$ cat config.mk
export PLATFORM = sky130hd
export DESIGN_NAME = csor_core_regs
export DESIGN_NICKNAME = d
export VERILOG_FILES = /design/src/csor_pkg.sv /design/src/csor_core_regs.sv
export VERILOG_INCLUDE_DIRS = /design/src
export SDC_FILE = /design/constraint.sdc
export NUM_CORES = 1
export LEC_CHECK = 0
export ABC_AREA = 1
export BUFFER_PORTS_ARGS = -buffer_cell sky130_fd_sc_hd__clkbuf_2
export CAP_MARGIN = 20
export CORE_AREA = 2 2 103 105
export DETAILED_ROUTE_END_ITERATION = 7
export DIE_AREA = 0 0 105 107
export GPL_ROUTABILITY_DRIVEN = 0
export PLACE_DENSITY = 0.93
export SLEW_MARGIN = 20
export SYNTH_ARGS = -nofsm -noshare
export SYNTH_HDL_FRONTEND = slang
export SYNTH_SLANG_ARGS = --single-unit
$ cat constraint.sdc
create_clock -name clk_i -period 3.9 [get_ports clk_i]
set_input_delay 0.195 -clock clk_i [delete_from_list [all_inputs] [get_ports clk_i]]
set_output_delay 0.195 -clock clk_i [all_outputs]
set_load 0.01 [all_outputs]
$ cat src/csor_consts.svh
// Purpose: Constants of the core status and option register bank.
// Assumes: Included by the package and the register bank module.
// Notes:   Indices are word indices; byte address is four times each.
`ifndef CSOR_CONSTS_SVH
`define CSOR_CONSTS_SVH

// ----------------------------------------------------------------------
// Register indices
// ----------------------------------------------------------------------
`define CSOR_IDX_STATUS   10'h003
`define CSOR_IDX_OPTION   10'h081
`define CSOR_IDX_IRQ_STAT 10'h100
`define CSOR_IDX_IRQ_MASK 10'h101

// ----------------------------------------------------------------------
// Reset values and write masks
// ----------------------------------------------------------------------
`define CSOR_STATUS_RST   8'h18
`define CSOR_OPTION_RST   8'hFF
`define CSOR_IRQ_RST      3'h0
`define CSOR_STATUS_WMASK 8'hE7
`define CSOR_UPPER3_MASK  8'hE0
`define CSOR_PRE_WIDTH    8

`endif

$ cat src/csor_pkg.sv
// Purpose: Types of the core status and option register bank.
// Assumes: Nothing beyond the constants header.
// Notes:   Field order of each struct is the register's bit order.
`include "csor_consts.svh"

package csor_pkg;

    // ------------------------------------------------------------------
    // Register layouts
    // ------------------------------------------------------------------
    typedef struct packed {
        logic indirect_bank_select;
        logic direct_bank_select_hi;
        logic direct_bank_select_lo;
        logic watchdog_timeout_n;
        logic powerdown_n;
        logic zero_flag;
        logic half_carry_flag;
        logic carry_flag;
    } csor_status_type;

    typedef struct packed {
        logic       port_b_pullup_off;
        logic       ext_irq_edge_sel;
        logic       timer_clk_src_sel;
        logic       timer_ext_edge_sel;
        logic       prescaler_assign;
        logic [2:0] prescaler_rate;
    } csor_option_type;

    typedef struct packed {
        logic sleep_entry;
        logic wdt_timeout;
        logic ext_irq;
    } csor_event_type;

    // ------------------------------------------------------------------
    // ALU request
    // ------------------------------------------------------------------
    typedef enum logic [2:0] {
        CSOR_OP_NONE, CSOR_OP_ADD, CSOR_OP_SUB, CSOR_OP_AND,
        CSOR_OP_IOR, CSOR_OP_XOR, CSOR_OP_CLR, CSOR_OP_MOV
    } csor_alu_op_type;

    typedef struct packed {
        logic            valid;
        csor_alu_op_type op;
        logic [7:0]      a;
        logic [7:0]      b;
        logic            to_status;
    } csor_alu_req_type;

endpackage : csor_pkg

$ cat src/csor_core_regs.sv
// Purpose: Status and option registers of an 8-bit core, Wishbone slave.
// Assumes: Pins are asynchronous; ticks and ALU requests are on clk_i.
// Notes:   Read of the event status register clears the bits read.
//
// Function
// RQ1 - ALU op updating flags with status destination keeps flags from result.
// RQ2 - Software writes never change the timeout and power-down bits.
// RQ3 - Clear-file on status zeroes upper three bits, sets zero flag.
// RQ4 - Software should alter status only with flag-neutral instructions.
// RQ5 - Software keeps unimplemented upper bank bits at zero.
// RQ6 - Carry and half carry are inverted borrows in subtraction.
// RQ7 - Subtraction adds the two's complement; flags come from that sum.
// RQ8 - Option bit 7 set disables all port B pull-ups.
// RQ9 - Option bit 6 picks rising or falling external interrupt edge.
// RQ10 - Option bit 5 picks external pin or instruction clock for timer.
// RQ11 - Option bit 4 picks falling or rising external timer edge.
// RQ12 - Option bit 3 gives the prescaler to watchdog or timer.
// RQ13 - Rate codes divide timer by 2 to 256, watchdog by 1 to 128.
// RQ14 - Software assigns prescaler to watchdog for undivided timer.
// RQ15 - All option bits are read-write and reset to one.
// RQ16 - Event flags set regardless of any enable.
// RQ17 - Bank bits select the memory bank for direct and indirect access.
// RQ18 - Zero, half carry and carry follow the result and its carries.
// RQ19 - Power-up, watchdog clear, sleep and timeout drive the reset bits.
`include "csor_consts.svh"
module csor_core_regs
    import csor_pkg::*;
#(
    parameter int DW  = 32,
    parameter int AW  = 12,
    parameter int PBW = 8
) (
    input  wire logic             clk_i,
    input  wire logic             rst_i,
    input  wire logic [AW-1:0]    adr_i,
    input  wire logic [DW-1:0]    dat_i,
    output logic      [DW-1:0]    dat_o,
    input  wire logic             we_i,
    input  wire logic [DW/8-1:0]  sel_i,
    input  wire logic             stb_i,
    input  wire logic             cyc_i,
    output logic                  ack_o,
    input  wire csor_alu_req_type alu_req_i,
    output logic      [7:0]       alu_result_o,
    output logic                  alu_done_o,
    input  wire logic             clrwdt_i,
    input  wire logic             sleep_i,
    input  wire logic             wdt_timeout_i,
    input  wire logic             instr_tick_i,
    input  wire logic             wdt_osc_tick_i,
    input  wire logic             timer_ext_clk_pin_i,
    input  wire logic             ext_irq_pin_i,
    input  wire logic [PBW-1:0]   port_b_latch_i,
    input  wire logic [6:0]       dir_offset_i,
    input  wire logic [7:0]       ind_ptr_i,
    output csor_status_type       status_o,
    output csor_option_type       option_o,
    output logic      [PBW-1:0]   port_b_pullup_o,
    output logic                  timer0_inc_o,
    output logic                  watchdog_tick_o,
    output logic      [8:0]       dir_addr_o,
    output logic      [8:0]       ind_addr_o,
    output logic                  irq_o
);

    // ------------------------------------------------------------------
    // Functions
    // ------------------------------------------------------------------
    function automatic logic [9:0] csor_add(input logic [7:0] a,
                                            input logic [7:0] b,
                                            input logic       sub);
        logic [7:0] bb;
        logic [8:0] full;
        logic [4:0] half;
        bb   = sub ? ~b : b;
        full = {1'b0, a} + {1'b0, bb} + {8'h00, sub};
        half = {1'b0, a[3:0]} + {1'b0, bb[3:0]} + {4'h0, sub};
        return {full[8], half[4], full[7:0]};
    endfunction : csor_add

    function automatic logic [7:0] csor_rate_mask(input logic [2:0] rate,
                                                  input logic       wdt);
        logic [3:0] n;
        logic [8:0] m;
        n = wdt ? {1'b0, rate} : {1'b0, rate} + 4'h1;
        m = (9'h001 << n) - 9'h001;
        return m[7:0];
    endfunction : csor_rate_mask

    // ------------------------------------------------------------------
    // Declarations
    // ------------------------------------------------------------------
    localparam int EVW = $bits(csor_event_type);

    csor_status_type           status;
    csor_status_type           next_status;
    csor_option_type           option;
    csor_event_type            irq_stat;
    csor_event_type            irq_mask;
    csor_event_type            next_irq_stat;
    csor_event_type            events;
    csor_event_type            irq_clr;
    logic [AW-3:0]             idx;
    logic                      acc;
    logic                      bus_req;
    logic                      bus_fire;
    logic                      wr_fire;
    logic [DW-1:0]             rd_data;
    logic [9:0]                sum;
    logic [7:0]                alu_res;
    logic                      arith;
    logic                      zonly;
    logic [1:0]                sync1;
    logic [1:0]                sync2;
    logic [1:0]                sync3;
    logic [1:0]                filt;
    logic [1:0]                filt_d;
    logic [1:0]                rise;
    logic [1:0]                fall;
    logic                      ext_ev;
    logic                      src_tick;
    logic                      pre_in;
    logic                      pre_out;
    logic [`CSOR_PRE_WIDTH-1:0] pre_cnt;

    // ------------------------------------------------------------------
    // Wishbone slave
    // ------------------------------------------------------------------
    assign idx      = adr_i[AW-1:2];
    assign acc      = cyc_i & stb_i;
    assign bus_req  = acc & ~ack_o;
    assign bus_fire = acc & ack_o;
    assign wr_fire  = bus_fire & we_i & sel_i[0];

    always_comb begin
        rd_data = '0;
        case (idx)
            (AW-2)'(`CSOR_IDX_STATUS):   rd_data = DW'(status);
            (AW-2)'(`CSOR_IDX_OPTION):   rd_data = DW'(option);
            (AW-2)'(`CSOR_IDX_IRQ_STAT): rd_data = DW'(irq_stat);
            (AW-2)'(`CSOR_IDX_IRQ_MASK): rd_data = DW'(irq_mask);
            default:                     rd_data = '0;
        endcase
    end

    always_ff @(posedge clk_i) begin
        if (rst_i) begin
            ack_o <= 1'b0;
        end else begin
            ack_o <= bus_req;
        end
    end

    always_ff @(posedge clk_i) begin
        if (rst_i) begin
            dat_o <= '0;
        end else if (bus_req) begin
            dat_o <= rd_data;
        end
    end

    // ------------------------------------------------------------------
    // ALU
    // ------------------------------------------------------------------
    always_comb begin
        sum     = csor_add(alu_req_i.a, alu_req_i.b,
                           alu_req_i.op == CSOR_OP_SUB); // RQ7
        alu_res = alu_req_i.a;
        arith   = 1'b0;
        zonly   = 1'b0;
        unique case (alu_req_i.op)
            CSOR_OP_ADD, CSOR_OP_SUB: begin
                alu_res = sum[7:0];
                arith   = 1'b1;
            end
            CSOR_OP_AND: begin
                alu_res = alu_req_i.a & alu_req_i.b;
                zonly   = 1'b1;
            end
            CSOR_OP_IOR: begin
                alu_res = alu_req_i.a | alu_req_i.b;
                zonly   = 1'b1;
            end
            CSOR_OP_XOR: begin
                alu_res = alu_req_i.a ^ alu_req_i.b;
                zonly   = 1'b1;
            end
            CSOR_OP_CLR: begin
                alu_res = 8'h00;
                zonly   = 1'b1;
            end
            CSOR_OP_MOV, CSOR_OP_NONE: begin
                alu_res = alu_req_i.a;
            end
        endcase
    end

    always_ff @(posedge clk_i) begin
        if (rst_i) begin
            alu_result_o <= 8'h00;
            alu_done_o   <= 1'b0;
        end else begin
            alu_result_o <= alu_res;
            alu_done_o   <= alu_req_i.valid;
        end
    end

    // ------------------------------------------------------------------
    // Status register
    // ------------------------------------------------------------------
    always_comb begin
        next_status = status;
        if (wr_fire && idx == (AW-2)'(`CSOR_IDX_STATUS)) begin
            next_status = csor_status_type'(
                (status & ~`CSOR_STATUS_WMASK) |
                (dat_i[7:0] & `CSOR_STATUS_WMASK)); // RQ2
        end
        if (alu_req_i.valid) begin
            if (alu_req_i.to_status) begin
                next_status = csor_status_type'(
                    (status & ~((arith | zonly) ? `CSOR_UPPER3_MASK :
                                `CSOR_STATUS_WMASK)) |
                    (alu_res & ((arith | zonly) ? `CSOR_UPPER3_MASK :
                                `CSOR_STATUS_WMASK))); // RQ1 RQ2 RQ3
            end
            if (arith) begin
                next_status.carry_flag      = sum[9]; // RQ6 RQ18
                next_status.half_carry_flag = sum[8]; // RQ6 RQ18
            end
            if (arith || zonly) begin
                next_status.zero_flag = (alu_res == 8'h00); // RQ18 RQ3
            end
        end
        if (clrwdt_i) begin
            next_status.watchdog_timeout_n = 1'b1; // RQ19
            next_status.powerdown_n        = 1'b1; // RQ19
        end
        if (sleep_i) begin
            next_status.watchdog_timeout_n = 1'b1; // RQ19
            next_status.powerdown_n        = 1'b0; // RQ19
        end
        if (wdt_timeout_i) begin
            next_status.watchdog_timeout_n = 1'b0; // RQ19
        end
    end

    always_ff @(posedge clk_i) begin
        if (rst_i) begin
            status <= csor_status_type'(`CSOR_STATUS_RST); // RQ19
        end else begin
            status <= next_status;
        end
    end

    // ------------------------------------------------------------------
    // Option register and bank addressing
    // ------------------------------------------------------------------
    always_ff @(posedge clk_i) begin
        if (rst_i) begin
            option <= csor_option_type'(`CSOR_OPTION_RST); // RQ15
        end else if (wr_fire && idx == (AW-2)'(`CSOR_IDX_OPTION)) begin
            option <= csor_option_type'(dat_i[7:0]); // RQ15
        end
    end

    always_ff @(posedge clk_i) begin
        if (rst_i) begin
            status_o        <= csor_status_type'(`CSOR_STATUS_RST);
            option_o        <= csor_option_type'(`CSOR_OPTION_RST);
            port_b_pullup_o <= '0;
            dir_addr_o      <= 9'h000;
            ind_addr_o      <= 9'h000;
        end else begin
            status_o        <= next_status;
            option_o        <= option;
            port_b_pullup_o <= port_b_latch_i &
                               {PBW{~option.port_b_pullup_off}}; // RQ8
            dir_addr_o      <= {status.direct_bank_select_hi,
                                status.direct_bank_select_lo,
                                dir_offset_i}; // RQ17
            ind_addr_o      <= {status.indirect_bank_select,
                                ind_ptr_i}; // RQ17
        end
    end

    // ------------------------------------------------------------------
    // Pin synchronisers, index 0 interrupt pin, index 1 timer pin
    // ------------------------------------------------------------------
    always_ff @(posedge clk_i) begin
        if (rst_i) begin
            sync1  <= 2'h0;
            sync2  <= 2'h0;
            sync3  <= 2'h0;
            filt   <= 2'h0;
            filt_d <= 2'h0;
        end else begin
            sync1  <= {timer_ext_clk_pin_i, ext_irq_pin_i};
            sync2  <= sync1;
            sync3  <= sync2;
            filt   <= (sync2 & sync3) | (filt & (sync2 ^ sync3));
            filt_d <= filt;
        end
    end

    assign rise     = filt & ~filt_d;
    assign fall     = ~filt & filt_d;
    assign ext_ev   = option.ext_irq_edge_sel ? rise[0] : fall[0]; // RQ9
    assign src_tick = option.timer_clk_src_sel ?
                      (option.timer_ext_edge_sel ? fall[1] : rise[1]) :
                      instr_tick_i; // RQ10 RQ11

    // ------------------------------------------------------------------
    // Shared prescaler
    // ------------------------------------------------------------------
    assign pre_in  = option.prescaler_assign ? wdt_osc_tick_i
                                             : src_tick; // RQ12
    assign pre_out = pre_in &&
        (((pre_cnt + `CSOR_PRE_WIDTH'(1)) &
          csor_rate_mask(option.prescaler_rate,
                         option.prescaler_assign)) == '0); // RQ13

    always_ff @(posedge clk_i) begin
        if (rst_i) begin
            pre_cnt <= '0;
        end else if (pre_in) begin
            pre_cnt <= pre_cnt + `CSOR_PRE_WIDTH'(1);
        end
    end

    always_ff @(posedge clk_i) begin
        if (rst_i) begin
            timer0_inc_o    <= 1'b0;
            watchdog_tick_o <= 1'b0;
        end else begin
            timer0_inc_o    <= option.prescaler_assign ? src_tick
                                                       : pre_out; // RQ12
            watchdog_tick_o <= option.prescaler_assign ? pre_out
                                                       : wdt_osc_tick_i;
        end
    end

    // ------------------------------------------------------------------
    // Event status, mask and interrupt
    // ------------------------------------------------------------------
    assign events  = '{sleep_entry: sleep_i, wdt_timeout: wdt_timeout_i,
                       ext_irq: ext_ev};
    assign irq_clr = (bus_fire && !we_i &&
                      idx == (AW-2)'(`CSOR_IDX_IRQ_STAT)) ?
                     csor_event_type'(dat_o[EVW-1:0]) : '0;
    assign next_irq_stat = (irq_stat & ~irq_clr) | events; // RQ16

    always_ff @(posedge clk_i) begin
        if (rst_i) begin
            irq_stat <= `CSOR_IRQ_RST;
            irq_mask <= `CSOR_IRQ_RST;
            irq_o    <= 1'b0;
        end else begin
            irq_stat <= next_irq_stat;
            if (wr_fire && idx == (AW-2)'(`CSOR_IDX_IRQ_MASK)) begin
                irq_mask <= csor_event_type'(dat_i[EVW-1:0]);
            end
            irq_o <= |(next_irq_stat & irq_mask);
        end
    end
endmodule : csor_core_regs

Word level (Yosys, flattened, before mapping) --
Index checks and enable logic that the tools add are counted.
Operators by class: bitwise operators 31, divide/modulo/power cells 0, reductions and logical operators 15, multiply operators 0, add/subtract/negate cells 7, muxes and demuxes 22, shift-type cells 1, equal/unequal tests 11, magnitude comparators 0
Operator list (number):
- $pmux 8 s6 | 1
- $and 8x8->8 | 5
- $mux 8 | 4
- $pmux 8 s4 | 1
- $eq 10x9->1 const B | 2
- $logic_not 8->1 | 2
- $not 8->8 | 2
- $or 8x8->8 | 2
- $eq 3x3->1 const B | 4
- $eq 10x2->1 const B | 1
- $eq 10x8->1 const B | 1
- $mux 1 | 10
- $add 8x8->9 | 1
- $add 9x1->9 | 1
- $add 8x1->8 const B | 1
- $and 2x2->2 | 4
- $or 5x8->8 | 1
- $shl 1x4->8 const A | 1
- $sub 8x1->8 const B | 1
- $xor 8x8->8 | 1
- $and 3x3->3 | 2
- $eq 3x2->1 const B | 2
- $logic_and 1x1->1 | 6
- $mux 2 | 3
- other kinds (20) | 28
Storage, ports and cells: bits in latches 0, flip-flop bits (word level) 119, memories 0, input bits 104, output and inout port bits 87, logic and storage cells 129, ROM bits 0, RAM bits 0

Logic depth before layout (Yosys ltp) --
depth after elaboration 14, gate-level depth with buffers 18, depth with buffers taken out 17

Least setup slack after synthesis --
Ideal clock, no wire load.
path kind in2reg, start point input alu_req_i[17] (netlist bit), end point register status_o[5] (netlist bit), slack 1.809 ns, required time 3.783 ns, library setup time 0.117 ns, buffers on the path 1, stages on the path 14, data arrival time 1.974 ns, cell sequence buf_4 -> inv_2 -> nand3_4 -> xor2_1 -> ha_1 -> a21oi_1 -> nor2_1 -> nor2_1 -> o21ai_2 -> xor2_1 -> a21oi_1 -> nor2_1 -> nand2_1 -> o21ai_2
Between the ends: word-level cells in the longest chain between the ends 9, elaborated cells between the ends (all ways) 18, classes of those cells 2 x add/sub; 7 x eq/ne; 4 x mux; 2 x bitwise; 3 x reduce/logical
Ends and longest elaborated chain:
- start, declared | line csor_core_regs.sv:43 | input wire csor_alu_req_type alu_req_i,
- $eq 3x2->1 | line csor_core_regs.sv:167, csor_core_regs.sv:171
- $mux 8 | line csor_core_regs.sv:75 | bb = sub ? ~b : b;
- $add 8x8->9 | line csor_core_regs.sv:76 | full = {1'b0, a} + {1'b0, bb} + {8'h00, sub};
- $add 9x1->9 | line csor_core_regs.sv:76
- $pmux 8 s6 (*) | line csor_core_regs.sv:171 | unique case (alu_req_i.op)
- $and 8x8->8 (*) | line csor_core_regs.sv:223 | (alu_res & ((arith | zonly) ? `CSOR_UPPER3_MASK :
- $or 8x8->8 (*) | line csor_core_regs.sv:221 | (status & ~((arith | zonly) ? `CSOR_UPPER3_MASK :
- $mux 8 (*) | line csor_core_regs.sv:219 | if (alu_req_i.to_status) begin
- $mux 8 (*) | line csor_core_regs.sv:218 | if (alu_req_i.valid) begin
- end signal, assigned | line csor_core_regs.sv:268 | status_o <= csor_status_type'(`CSOR_STATUS_RST);
- end signal, assigned | line csor_core_regs.sv:274 | status_o <= next_status;
- end, declared | line csor_core_regs.sv:56 | output csor_status_type status_o,
Every way passes the cells marked *; elsewhere a longest branch is shown, timed or not. A chain may end at the register's enable or synchronous reset.

Worst setup path after layout --
start point input alu_req_i[19] (netlist bit), end point register status_o[5] (netlist bit)
Same word-level chain as after synthesis.

==> metrics.log <==
INFO  metric cpMaxStageDelayCell = ha_1
INFO  metric worst_setup_path_end_kind = flip-flop
INFO  metric grt_start_max_net_pins = 59
INFO  metric critical_path_max_stage_delay = 320 ps
INFO  metric vias_in_the_first_global_route = 4436
INFO  metric layout.cells.most_common = nand2_1
INFO  metric dieHeight = 107 um
INFO  metric crit_path_max_fanout = 11
INFO  metric yosysSeqAreaShare = 37.8%
INFO  metric rsz_0062_raised_after_global_routing = false
INFO  metric cts_resized = 0
INFO  metric cts-buffers-inserted = 9
INFO  metric dieArea = 11200 um2
INFO  metric detail_route.wl_per_cell = 12.7 um
INFO  metric tritoncts_clock_tree = done
INFO  metric vdd_ir_max = 0.152 mV
INFO  metric synth.distinct_cells = 43
INFO  metric core_area = 10100 um2
INFO  metric clock-skew-final = 11.3 ps
INFO  metric n_antenna_cell = 0
INFO  metric drc_viols = 0
INFO  metric fmax = 439 MHz
INFO  metric htreeDepth = 3
INFO  metric max-cap-violations = 0
INFO  metric io_buffer_count = 137
INFO  metric setup_violations = 0
INFO  metric final.period_utilization = 58.4%
INFO  metric worst_hold_path_type = input port to flip-flop
INFO  metric fin_tns_setup = 0 ps
INFO  metric route.detailed.vias_per_inst = 4.99
INFO  metric clkSlewWorstSetupHoldPaths = 100 ps
INFO  metric power.density_cell_area = 329 nW/um2
INFO  metric num-nets-final = 979
INFO  metric cp_top_family = compound AO/OA/AOI/OAI gates
INFO  metric criticalPathCategory = input port to flip-flop
INFO  metric maxSlewViolCount = 0
INFO  metric most-common-layout-cells = 139 x nand2_1, 137 x clkbuf_2, 108 x inv_1
INFO  metric crit_path_start_kind = input port
INFO  metric finalHoldViolations = 0
INFO  metric globalRouteTotalUtil = 22.3%
INFO  metric final_cell_count_no_fill = 986
INFO  metric status = finished, final reports clean
INFO  metric number_of_antenna_violations_at_the_first_check_in_global_routing = 0
INFO  metric cp_data_required_time = 4160 ps
INFO  metric number_of_enable_type_register_cells_in_the_synthesized_netlist = 0
INFO  metric syn2layout_area_growth = 19.2%
INFO  metric synth.ff_latch_count = 95
INFO  metric yosys_most_used_dff = dfxtp_1
INFO  metric worst_pin_slew = 1010 ps
INFO  metric leakagePower = 0.00320 uW
INFO  metric syn_area = 5030 um2
INFO  metric drt-initial-drc-count = 297
INFO  metric clock_latency = 360 ps
INFO  metric cp_data_arrival_time = 2530 ps
INFO  metric yosys_warnings = 0
INFO  metric number_of_cells_produced_by_synthesis = 703
INFO  metric clock_sink_count = 95
INFO  metric initial_cell_density_of_the_core = 49.9%
INFO  metric list_of_cells_traversed_by_the_critical_path = clkbuf_2, inv_2, nand3_4, xor2_1, ha_1, a21oi_1, nor2_1, nor2_1, o21ai_2, xor2_1, a21oi_1, nor2_1, nand2_1, o21ai_2
INFO  metric wirelength = 12.5 mm
INFO  metric count_of_buffering_cells_on_the_critical_path_with_inverters_included = 2
INFO  metric fin_crit = 2280 ps
INFO  metric num_io_pins = 191
INFO  metric grt_remaining_overflow = 0
INFO  metric hpwlAfterDp = 9.86 mm
INFO  metric critical-path-top-cell-by-count = nor2_1
INFO  metric synthesis.area_per_instance = 7.16 um2
INFO  metric clock_path_buffers = 2
INFO  metric placedCellCount = 964
INFO  metric die_w = 105 um
INFO  metric final_antenna_net_count = 0
INFO  metric drt-pass1-iter-count = 5
INFO  metric clock_tree.root_cell = clkbuf_8
INFO  metric slew_headroom = 32.5%
INFO  metric routed-via-count = 4919
INFO  metric async_reset_ff_share = 0%
INFO  metric layout-drive-gt1-share = 21.4%
INFO  metric rows = 37
INFO  metric grt_pass1_wl = 20.3 mm
## where the power goes
| group | leakage (uW) | internal (uW) | total (uW) | switching [uW] |
|---|---|---|---|---|
| sequential | 0.000778 | 1000 | 1020 | 19.1 |
| combinational | 0.00232 | 129 | 346 | 217 |
| clock | 0.0000976 | 245 | 602 | 357 |
| total | 0.00320 | 1380 | 1970 | 594 |
## metal layers
layer  wire length, um  global-route usage [%]  vias up
met5                 0                       0        -
met4               337                    9.33        0
met3               928                    2.80       30
met2              6220                    40.1      208
met1              5040                    26.8     2203
li1                  -                       -     2478
## path summary, 6_finish.rpt
| check | depth (start not counted) | start | slack, ps | endpoint |
|---|---|---|---|---|
| max | 14 | alu_req_i[19] | 1620 | status_o[5]$_SDFF_PP0_ |
| min | 3 | ind_ptr_i[6] | 9 | ind_addr_o[6]$_SDFF_PP0_ |
| max reg2reg | 12 | option[0]$_SDFFE_PP1P_ | 1770 | watchdog_tick_o$_SDFF_PP0_ |
| min reg2reg | 2 | sync1[0]$_SDFF_PP0_ | 410 | sync2[0]$_SDFF_PP0_ |
## timing repair
action                    4_1_cts  5_1_grt
buffers inserted                0        0
hold buffers                    5        1
hold endpoints to repair        5        1
## synthesized netlist by cell type (2+ instances only)
cell type    n  share of area (%)
a211oi_1     2               0.30
a21oi_1     34                3.4
a31oi_1      2               0.25
buf_1        4               0.30
buf_4       25                3.7
clkbuf_1     6               0.45
clkinv_1     2               0.15
dfxtp_1     95                 38
ha_1        29                7.2
inv_1      108                8.1
inv_2        7               0.52
nand2_1    139                 10
nand2_2      8               0.99
nand3_1     51                5.1
nand3_2      2               0.40
nand3b_1     4               0.60
nand4_1     17                2.1
nor2_1      73                5.4
nor3_1       6               0.60
o2111ai_1    2               0.35
o211ai_1     8                1.2
o21ai_0     38                3.8
o21ai_1      2               0.20
o21ai_2      2               0.35
o22ai_1      6               0.75
xor2_1      14                2.4
## flip-flops by register name, indices dropped and copies added, names as in the netlist, 8 cells and up, named ones only
| register | count |
|---|---|
| dir_addr_o | 9 |
| option | 8 |
| dat_o | 8 |
| alu_result_o | 8 |
| pre_cnt | 8 |
| port_b_pullup_o | 8 |
| option_o | 8 |
| ind_addr_o | 9 |
## tightest hold or removal path, cell delays in order
cell and delay, ps:
clkbuf_2 80, inv_1 40, nor2_1 30
## final cells by class
class | count | area (um2)
clock inverters | 7 | 62.6
inverters | 118 | 444
repair buffers | 144 | 753
well taps | 136 | 170
flip-flops and latches | 95 | 1900
multi-input cells | 477 | 2540
clock buffers | 9 | 124
fillers | 929 | 4100
## logic make-up after synthesis
family	share of synthesized area [%]
AOI/OAI and AO/OA	11.0
xor gates and xnor gates	2.61
adders and majority gates	7.61
buffers and inverters	13.4
DFF	37.8
other	0.0745
and+or+nand+nor	27.5
## per-stage QoR
stage | setup slack (ps) | instance area [um2] | util, % | hold slack, ps | total power, uW
4_1_cts | 1700 | 5990 | 59.3 | 0.0264 | 1980
5_1_grt | 1440 | 6000 | 59.4 | 0.000250 | 2080
2_1_floorplan | 1810 | 5120 | - | 302 | 1270
3_5_place_dp | 1330 | 5750 | 57.0 | 391 | 1380
6_report | 1620 | 6000 | 59.4 | 9.38 | 1970
3_3_place_gp | 1420 | 5750 | 57.0 | 388 | 1370
No activity file was read; power rests on OpenSTA's default activity.
